==> config.mk <==
export PLATFORM = sky130hd
export DESIGN_NAME = gpio_port
export DESIGN_NICKNAME = d
export VERILOG_FILES = /design/src/core/gpio_pkg.sv /design/src/core/gpio_port.sv /design/src/core/gpio_edge_vec.sv
export VERILOG_INCLUDE_DIRS = /design/src /design/src/core
export SDC_FILE = /design/constraint.sdc
export NUM_CORES = 1
export LEC_CHECK = 0
export BUFFER_PORTS_ARGS = -buffer_cell sky130_fd_sc_hd__buf_2
export CORE_MARGIN = 5
export CORE_UTILIZATION = 53
export DETAILED_ROUTE_END_ITERATION = 10
export MAX_ROUTING_LAYER = met4
export PLACE_DENSITY = 0.8
export SYNTH_ARGS = -nofsm -noshare
export SYNTH_HDL_FRONTEND = slang
export SYNTH_SLANG_ARGS = --single-unit
==> constraint.sdc <==
create_clock -name clock -period 1.7 [get_ports clock]
set_clock_uncertainty 0.2 [all_clocks]
set_input_delay 0.085 -clock clock [delete_from_list [all_inputs] [get_ports clock]]
set_output_delay 0.085 -clock clock [all_outputs]
set_load 0.005 [all_outputs]
==> src/core/gpio_params.svh <==
// Register offsets, reset values and vector count of the GPIO port block
`ifndef GPIO_PARAMS_SVH
`define GPIO_PARAMS_SVH
`define GPIO_ADDR_DATA 8'h00
`define GPIO_ADDR_DIR 8'h01
`define GPIO_ADDR_OPT 8'h02
`define GPIO_ADDR_SENS 8'h03
`define GPIO_ADDR_SEL 8'h04
`define GPIO_ADDR_PEND 8'h05
`define GPIO_RST_DATA 8'hFF
`define GPIO_RST_DIR 8'h00
`define GPIO_RST_OPT 8'h00
`define GPIO_RST_SENS 8'h00
`define GPIO_RST_SEL 8'h00
`define GPIO_NUM_VEC 4
`endif

==> src/core/gpio_pkg.sv <==
// Types shared by the GPIO port block
package gpio_pkg;
  // Register bus request from software
  typedef struct packed {
    logic [7:0] addr;
    logic [7:0] wdata;
    logic wr;
    logic rd;
  } reg_req_type;
  // Per-pin pad controls
  typedef struct packed {
    logic [7:0] out;
    logic [7:0] oe;
    logic [7:0] pull_en;
  } pad_ctl_type;
  typedef enum logic {SENS_FALLING, SENS_RISING} sens_type;
endpackage

==> src/core/gpio_port.sv <==
// Eight-pin GPIO port with external interrupt vectors
`timescale 1ns/1ps
`include "gpio_params.svh"
module gpio_port #(
  parameter logic [7:0] IRQ_CAPABLE = 8'h7E,
  parameter logic [7:0] VEC_PIN0 = 8'h06,
  parameter logic [7:0] VEC_PIN1 = 8'h18,
  parameter logic [7:0] VEC_PIN2 = 8'h60,
  parameter logic [7:0] VEC_PIN3 = 8'h00
) (
  input wire logic clock,
  input wire logic arst_n,
  input wire gpio_pkg::reg_req_type req,
  output logic [7:0] rdata,
  input wire logic [7:0] pin_in,
  output gpio_pkg::pad_ctl_type pad,
  input wire logic [7:0] alt_out_en,
  input wire logic [7:0] alt_out_val,
  input wire logic [7:0] alt_in_en,
  output logic [7:0] alt_in,
  input wire logic [7:0] adc_sel,
  output logic [7:0] adc_sw,
  input wire logic irq_mask,
  input wire logic [3:0] vec_fetch,
  output logic [3:0] irq_req
);
  localparam int NV = `GPIO_NUM_VEC;
  localparam logic [7:0] VEC_PINS [NV] = '{VEC_PIN0, VEC_PIN1, VEC_PIN2, VEC_PIN3};

  logic [7:0] port_data_latch_reg;
  logic [7:0] port_direction_reg;
  logic [7:0] port_option_reg;
  logic [7:0] ext_irq_sensitivity_ctl_reg;
  logic [7:0] ext_irq_select_reg;
  logic [7:0] sync1_reg;
  logic [7:0] sync2_reg;
  logic [7:0] drive_lvl;
  logic [7:0] drive_en;
  logic [7:0] int_en;
  logic [7:0] rd_next;
  logic [NV-1:0] pending;
  logic [NV-1:0] sens_clear;

  // Register write decode, one address per register
  function automatic logic hit(input gpio_pkg::reg_req_type r, input logic [7:0] a);
    return r.wr && (r.addr == a);
  endfunction

  // Two-stage synchroniser on every pin input
  always_ff @(posedge clock or negedge arst_n) begin
    if (!arst_n) begin
      sync1_reg <= 8'h00;
      sync2_reg <= 8'h00;
    end else begin
      sync1_reg <= pin_in;
      sync2_reg <= sync1_reg;
    end
  end

  // Data latch; an input pin keeps its state, only the stored value moves
  always_ff @(posedge clock or negedge arst_n) begin
    if (!arst_n) begin
      port_data_latch_reg <= `GPIO_RST_DATA;
    end else if (hit(req, `GPIO_ADDR_DATA)) begin
      port_data_latch_reg <= req.wdata;
    end
  end

  // Direction register
  always_ff @(posedge clock or negedge arst_n) begin
    if (!arst_n) begin
      port_direction_reg <= `GPIO_RST_DIR;
    end else if (hit(req, `GPIO_ADDR_DIR)) begin
      port_direction_reg <= req.wdata;
    end
  end

  // Option register
  always_ff @(posedge clock or negedge arst_n) begin
    if (!arst_n) begin
      port_option_reg <= `GPIO_RST_OPT;
    end else if (hit(req, `GPIO_ADDR_OPT)) begin
      port_option_reg <= req.wdata;
    end
  end

  // Sensitivity and select registers; two sensitivity bits per vector, bit 0 used
  always_ff @(posedge clock or negedge arst_n) begin
    if (!arst_n) begin
      ext_irq_sensitivity_ctl_reg <= `GPIO_RST_SENS;
      ext_irq_select_reg <= `GPIO_RST_SEL;
    end else begin
      if (hit(req, `GPIO_ADDR_SENS)) begin
        ext_irq_sensitivity_ctl_reg <= req.wdata;
      end
      if (hit(req, `GPIO_ADDR_SEL)) begin
        ext_irq_select_reg <= req.wdata;
      end
    end
  end

  // Pad drive: peripheral output first, then latch with push-pull or open-drain
  always_comb begin
    for (int i = 0; i < 8; i++) begin
      if (alt_out_en[i]) begin
        drive_lvl[i] = alt_out_val[i];
        drive_en[i] = 1'b1;
      end else if (port_direction_reg[i]) begin
        drive_lvl[i] = port_data_latch_reg[i];
        drive_en[i] = port_option_reg[i] | ~port_data_latch_reg[i];
      end else begin
        drive_lvl[i] = 1'b0;
        drive_en[i] = 1'b0;
      end
    end
  end

  // Interrupt pins: input, option set, capable, selected by software and not driven by a peripheral output
  assign int_en = ~port_direction_reg & port_option_reg & IRQ_CAPABLE & ext_irq_select_reg
    & ~alt_out_en;

  // Registered pad and peripheral-side outputs
  always_ff @(posedge clock or negedge arst_n) begin
    if (!arst_n) begin
      pad <= '0;
      alt_in <= 8'h00;
      adc_sw <= 8'h00;
    end else begin
      pad.out <= drive_lvl;
      pad.oe <= drive_en;
      pad.pull_en <= ~port_direction_reg & ~alt_out_en & port_option_reg;
      for (int i = 0; i < 8; i++) begin
        if (port_direction_reg[i] && alt_in_en[i]) begin
          alt_in[i] <= port_data_latch_reg[i];
        end else begin
          alt_in[i] <= sync2_reg[i];
        end
      end
      // Analog switch closes only on a floating input so no driver fights the ADC
      adc_sw <= adc_sel & ~port_direction_reg & ~port_option_reg & ~alt_out_en;
    end
  end

  // Read data, valid the cycle after the read strobe
  always_comb begin
    rd_next = 8'h00;
    case (req.addr)
      `GPIO_ADDR_DATA: begin
        for (int i = 0; i < 8; i++) begin
          if (alt_out_en[i] && !port_direction_reg[i]) begin
            rd_next[i] = alt_out_val[i];
          end else if (port_direction_reg[i]) begin
            rd_next[i] = port_data_latch_reg[i];
          end else begin
            rd_next[i] = sync2_reg[i];
          end
        end
      end
      `GPIO_ADDR_DIR: rd_next = port_direction_reg;
      `GPIO_ADDR_OPT: rd_next = port_option_reg;
      `GPIO_ADDR_SENS: rd_next = ext_irq_sensitivity_ctl_reg;
      `GPIO_ADDR_SEL: rd_next = ext_irq_select_reg;
      `GPIO_ADDR_PEND: rd_next = {4'h0, pending};
      default: rd_next = 8'h00;
    endcase
  end

  always_ff @(posedge clock or negedge arst_n) begin
    if (!arst_n) begin
      rdata <= 8'h00;
    end else if (req.rd) begin
      rdata <= rd_next;
    end else begin
      rdata <= 8'h00;
    end
  end

  // One detector per vector on the AND of its enabled pins
  generate
    for (genvar v = 0; v < NV; v++) begin : g_vec
      logic grp_level;
      // Disabled pins read as high, so a low enabled pin masks the group
      assign grp_level = &(sync2_reg | ~(int_en & VEC_PINS[v]));
      assign sens_clear[v] = hit(req, `GPIO_ADDR_SENS)
        && (req.wdata[2*v+1 -: 2] != ext_irq_sensitivity_ctl_reg[2*v+1 -: 2]);
      gpio_edge_vec u_edge (
        .clock(clock),
        .arst_n(arst_n),
        .level(grp_level),
        .sens(ext_irq_sensitivity_ctl_reg[2*v] ? gpio_pkg::SENS_RISING : gpio_pkg::SENS_FALLING),
        .clear(vec_fetch[v] | sens_clear[v]),
        .pending(pending[v])
      );
    end
  endgenerate

  // Request reaches the core only while the global mask is clear
  always_ff @(posedge clock or negedge arst_n) begin
    if (!arst_n) begin
      irq_req <= 4'h0;
    end else begin
      irq_req <= pending & {NV{~irq_mask}};
    end
  end
endmodule

==> src/core/gpio_edge_vec.sv <==
// Edge detector and pending latch for one external interrupt vector
`timescale 1ns/1ps
module gpio_edge_vec (
  input wire logic clock,
  input wire logic arst_n,
  input wire logic level,
  input wire gpio_pkg::sens_type sens,
  input wire logic clear,
  output logic pending
);
  logic level_reg;

  // Previous level for edge compare
  always_ff @(posedge clock or negedge arst_n) begin
    if (!arst_n) begin
      level_reg <= 1'b1;
    end else begin
      level_reg <= level;
    end
  end

  // Set wins over a same-cycle clear so no event is lost
  always_ff @(posedge clock or negedge arst_n) begin
    if (!arst_n) begin
      pending <= 1'b0;
    end else if ((sens == gpio_pkg::SENS_RISING) ? (level && !level_reg) : (!level && level_reg)) begin
      pending <= 1'b1;
    end else if (clear) begin
      pending <= 1'b0;
    end
  end
endmodule

==> results_dict.tcl, run 1 <==
set metrics [dict create \
    clk_path_buf_depth 2 \
    place_ws_ns -0.416 \
    violations "negative hold slack, negative setup slack" \
    clkSinkCount 113 \
    cts_tree "built" \
    nFillCells 451 \
    synthAdderAreaFrac 0 \
    tightest_slew_ns 0.869 \
    maxSlewHeadroom 0.421 \
    final_cells 711 \
    min_path_type "in -> reg" \
    synth_ff_type "dfrtp_1" \
    placed_area_sq_mm 0.00561 \
    synth-async-reset-ratio 1.00 \
    ys_types 39 \
    clkTransAtPathRegs_ns 0.05 \
    maxCapViolations 0 \
    final_common_cell "buf_2" \
    holdWs_ns -0.0106 \
    vias 3914 \
    antenna_found_initial 0 \
    power_leakage_nw 3.46 \
    setup_tns_ns -0.0285 \
    crit_chain "buf_4, nor4b_2, dlygate4sd3_1" \
    slowest_stage "dlygate4sd3_1" \
    grt_first_pass_wirelength_microns 21300 \
    synth.mux.area_fraction 0.152 \
    p_per_area_mw_per_mm2 1000 \
    crit_family "buffers and inverters" \
    fin_crit_sh 1.02 \
    fin_nets 655 \
    path_class "reg -> reg" \
    postSynthNetCount 423 \
    grt_overflow 0 \
    arrival_ns 1.98 \
    antenna_cells 0 \
    die_h_microns 104 \
    grt_pass1_vias 4165 \
    rsz0062_at_grt "yes" \
    max-vdd-ir-drop_mv 0.800 \
    finalInstanceArea_sq_mm 0.00705 \
    setup_ws_ns -0.0279 \
    cts.htree.levels 4 \
    post-place-cells 600 \
    syn_to_final_growth_pct 51.0 \
    cts-buffers-inserted 17 \
    io_pins 117 \
    drv_slew 0 \
    path_max_fanout 7 \
    die_area_sq_mm 0.0108 \
    hold_viol_final 1 \
    vias_per_cell 5.50 \
    drtIter0Drc 228 \
    cts-root-buf "clkbuf_8" \
    final_util 0.816 \
    synth_compound_gate_area_share 0.0804 \
    final_cell_mix "113 x buf_2, 101 x dfrtp_1, 78 x dlygate4sd3_1" \
    crit_path_start_kind "flip-flop" \
    wl_microns 13000 \
    ant_nets 0 \
    syn_area_per_cell_sq_um 13.0 \
    clkLatencyLatePin_ns 0.51 \
    synth_top_family_by_area "multiplexers" \
    timing.fmax_ghz 0.579 \
    drive_above_1_share 0.426 \
    die_w_microns 104 \
    netlist_instances 358 \
    synth_seq_cells 113 \
    cp-end-kind "flip-flop" \
    firstDrtPassIters 5 \
    yosysWarnings 0 \
    cp_slowest_stage_delay_ns 0.59 \
    grt_max_degree 47 \
    grtUsageTotal 0.253 \
    yosys.area_share.simple 0.127 \
    period_needed_ns 1.73 \
    hpwl_microns 7840 \
    yosys.area_share.xor_xnor 0.0113 \
    top_register "pad" \
    synth_seq_area_share 0.608 \
    place_congestion 0.867 \
    critical_path_required_ns 1.95 \
    syn_area_sq_mm 0.00467 \
    drc 0 \
    largest_reg_flops 24 \
    initial_core_util 0.541 \
    coreArea_sq_mm 0.00864 \
    synth-edff-count 0 \
    rows 34 \
    worst-path-buf-inv 2 \
    routedWlPerCell_microns 18.3 \
    status "complete, but fails checks" \
    place.port_buffers 114 \
    finalSetupViolations 2 \
]
## metal layers
layer  global-route usage  vias to the layer above  part of all wire
met4               0.0870                        0             0.024
met1                0.316                     1940              0.41
met3               0.0720                       38             0.071
li1                     -                     1754                 -
met5                    -                        -                 0
met2                0.398                      182              0.49
## cell type report
class	count	area, sq um	share of cell area
inverters	4	15.0	0.00213
clock inverters	10	133	0.0188
clock buffers	22	463	0.0657
flip-flops and latches	113	2840	0.403
well taps	108	135	0.0192
multi-input cells	224	1790	0.254
repair buffers	230	1670	0.237
## path summary, 6_finish.rpt
| path | startpoint | endpoint | slack (ns) | depth (start not counted) |
|---|---|---|---|---|
| setup / recovery | port_direction_reg[5] | adc_sw[5] | -0.03 | 3 |
| hold / removal | req[14] | g_vec[2].u_edge.pending | -0.01 | 5 |
| setup reg to reg | port_direction_reg[5] | adc_sw[5] | -0.03 | 3 |
| hold reg to reg | sync1_reg[2] | sync2_reg[2] | 0.14 | 0 |
| max in group asynchronous | arst_n | g_vec[2].u_edge.level_reg | 0.32 | 4 |
| min in group asynchronous | arst_n | alt_in[7] | 0.20 | 3 |
## cells in the mapped netlist (all sizes together) (8+ instances only)
library cell,n,share of area
dfstp,11,0.062
mux2i,17,0.036
nor4b,8,0.015
nor3b,13,0.021
o21ai,11,0.012
nor2b,14,0.019
nand2b,9,0.012
nand2,30,0.024
clkbuf,12,0.0096
mux2,48,0.12
a21o,11,0.018
dfrtp,102,0.55
## power by group
part / total, mW / switching [mW] / internal (mW) / leakage [nW]
logic: 0.661 / 0.294 / 0.367 / 1.73
clock network: 3.52 / 1.19 / 2.33 / 0.287
registers: 2.88 / 0.0719 / 2.81 / 1.44
## logic make-up (layout without fill, tap and decap cells)
group,count (synthesis),after routing
flip-flops,113,113
AND/OR/NAND/NOR,100,100
multiplexers,65,65
AO/OA/AOI/OAI,52,52
buffers and inverters,21,266
XOR/XNOR,6,6
other,1,1
## timing repair
item | in CTS | in global routing
hold buffers | 80 | 1
buffers inserted | 0 | 0
hold endpoints to repair | 217 | 2
setup endpoints to repair | 0 | 48
gates resized for setup | 0 | 13
## metrics by stage
| stage | power [mW] | hold WS [ns] |
|---|---|---|
| global placement | 3.40 | -0.194 |
| global route | 7.32 | -0.00825 |
| CTS | 7.09 | -0.0438 |
| detailed placement | 3.42 | -0.194 |
| floorplan | 3.11 | -0.411 |
| finish | 7.06 | -0.0106 |
## tightest hold or removal path: stages
cell	delay [ns]
buf_2	0.09
or4_4	0.13
or4_4	0.15
a21o_2	0.09
a221o_1	0.12
Note: power is estimated with default switching activity, not from simulation.
==> run 2: changes to the inputs <==
clock period = 1.75 ns   (was 1.7 ns; I/O delays follow)
==> results_dict.tcl, run 2 (synthesis gave the netlist of run 1 again) <==
set metrics [dict create \
    antenna_found_initial 0 \
    routedWlPerCell_microns 18.7 \
    min_path_type "in -> reg" \
    drtIter0Drc 225 \
    cts.htree.levels 4 \
    final_common_cell "buf_2" \
    top_usage_layer "met2" \
    die_area_sq_mm 0.0108 \
    clkSinkCount 113 \
    vias 3854 \
    finalInstanceArea_sq_mm 0.00711 \
    antenna_cells 0 \
    syn_to_final_growth_pct 52.3 \
    die_h_microns 104 \
    clkLatencyLatePin_ns 0.51 \
    cp_slowest_stage_delay_ns 0.53 \
    hold_viol_final 2 \
    holdWs_ns -0.0100 \
    arrival_ns 1.92 \
    power.share.sequential 0.393 \
    finalPower_mw 7.13 \
    top_register "pad" \
    clkTransAtPathRegs_ns 0.05 \
    place_congestion 0.852 \
    cts_tree "built" \
    switchingPower_mw 1.57 \
    final_cell_mix "107 x buf_2, 102 x dfrtp_1, 78 x dlygate4sd3_1" \
    rsz0062_at_grt "yes" \
    max-vdd-ir-drop_mv 0.607 \
    vias_per_cell 5.44 \
    fin_nets 652 \
    setup_ws_ns 0.0204 \
    clk_path_buf_depth 2 \
    grtUsageTotal 0.260 \
    coreArea_sq_mm 0.00864 \
    status "complete, but fails checks" \
    cts-buffers-inserted 17 \
    path_class "in -> reg" \
    critical_path_required_ns 1.94 \
    pwr-share-clk 0.517 \
    place.port_buffers 114 \
    violations "negative hold slack" \
    drc 0 \
    grt_max_degree 37 \
    grt_use_met2 0.421 \
    worst-path-buf-inv 2 \
    cts-root-buf "clkbuf_8" \
    slowest_stage "dlygate4sd3_1" \
    hpwl_microns 8140 \
    rows 34 \
    wl_microns 13200 \
    p_sw_frac 0.221 \
    finalSetupViolations 0 \
    grt_first_pass_wirelength_microns 21800 \
    place_ws_ns -0.366 \
    crit_chain "dlygate4sd3_1, buf_2, nand3_1, or4_4, a21o_2, a221o_1" \
    fin_crit_sh 0.988 \
    grt_use_met1 0.324 \
    power_leakage_nw 3.50 \
    final_util 0.824 \
    drv_slew 0 \
    largest_reg_flops 24 \
    grt_overflow 0 \
    drive_above_1_share 0.418 \
    firstDrtPassIters 4 \
    io_pins 117 \
    maxCapViolations 0 \
    ant_nets 0 \
    crit_family "buffers and inverters" \
    cp-end-kind "flip-flop" \
    use_met3 0.0583 \
    internal-power_mw 5.56 \
    grt_pass1_vias 4270 \
    timing.fmax_ghz 0.578 \
    crit_path_start_kind "primary input" \
    p_per_area_mw_per_mm2 1000 \
    period_needed_ns 1.73 \
    die_w_microns 104 \
    path_max_fanout 6 \
    comb_power_share 0.090 \
    initial_core_util 0.541 \
    placed_area_sq_mm 0.00561 \
]
## run 2: cell count changes in the layout (fill, tap and decap cells not counted), moves of 2 or more
cell            change
clkinv_2            -4
clkinv_4            +2
clkbuf_1            -2
dlymetal6s4s_1      +3
buf_2               -6
## run 2: layout make-up
cell class / instances / area, sq um
flip-flops and latches: 113 / 2840
multi-input cells: 224 / 1800
repair buffers: 227 / 1680
fillers: 455 / 1520
clock buffers: 21 / 469
clock inverters: 11 / 176
well taps: 108 / 135
inverters: 4 / 15.0
## run 2: stage by stage
step | setup TNS (ns) | cells
after floorplan | -1.73 | 358
after global placement | -7.68 | 600
after detailed placement | -8.50 | 600
after CTS | 0 | 714
after global routing | -0.0108 | 708
final | 0 | 708
## run 2: worst register-to-register path, cell delays in order (launching register included)
cell and delay [ns]:
dfrtp_1 0.39, buf_4 0.17, nor4b_2 0.29, dlygate4sd3_1 0.58
## run 2: what timing repair did
action / 4_1_cts / 5_1_grt
setup buffers: 0 / 0
gates resized for setup: 0 / 14
hold buffers: 82 / 6
endpoints found under the setup margin: 0 / 16
hold endpoints to repair: 218 / 11
## run 2: power groups by stage
stage / Sequential [mW] / Combinational (mW) / Clock [mW]
after global routing: 2.81 / 0.702 / 3.85
after CTS: 2.80 / 0.627 / 3.70
after detailed placement: 2.84 / 0.482 / 0
after global placement: 2.84 / 0.468 / 0
final: 2.80 / 0.645 / 3.68
after floorplan: 2.82 / 0.200 / 0
## run 2: final timing paths
path / startpoint / endpoint / slack, ns / cells past startpoint
min in group asynchronous: arst_n / adc_sw[7] / 0.41 / 3
worst max register to register: port_direction_reg[3] / adc_sw[3] / 0.05 / 3
worst min-delay path: req[16] / g_vec[0].u_edge.pending / -0.01 / 5
worst min register to register: sync1_reg[2] / sync2_reg[2] / 0.15 / 0
max in group asynchronous: arst_n / port_data_latch_reg[1] / 0.28 / 4
worst max-delay path: req[10] / g_vec[2].u_edge.pending / 0.02 / 6
## run 2: per-layer routing
layer / wire (microns) / part of all wire
met5: 0 / 0
met4: 248 / 0.019
met1: 5470 / 0.41
met2: 6720 / 0.51
met3: 810 / 0.061
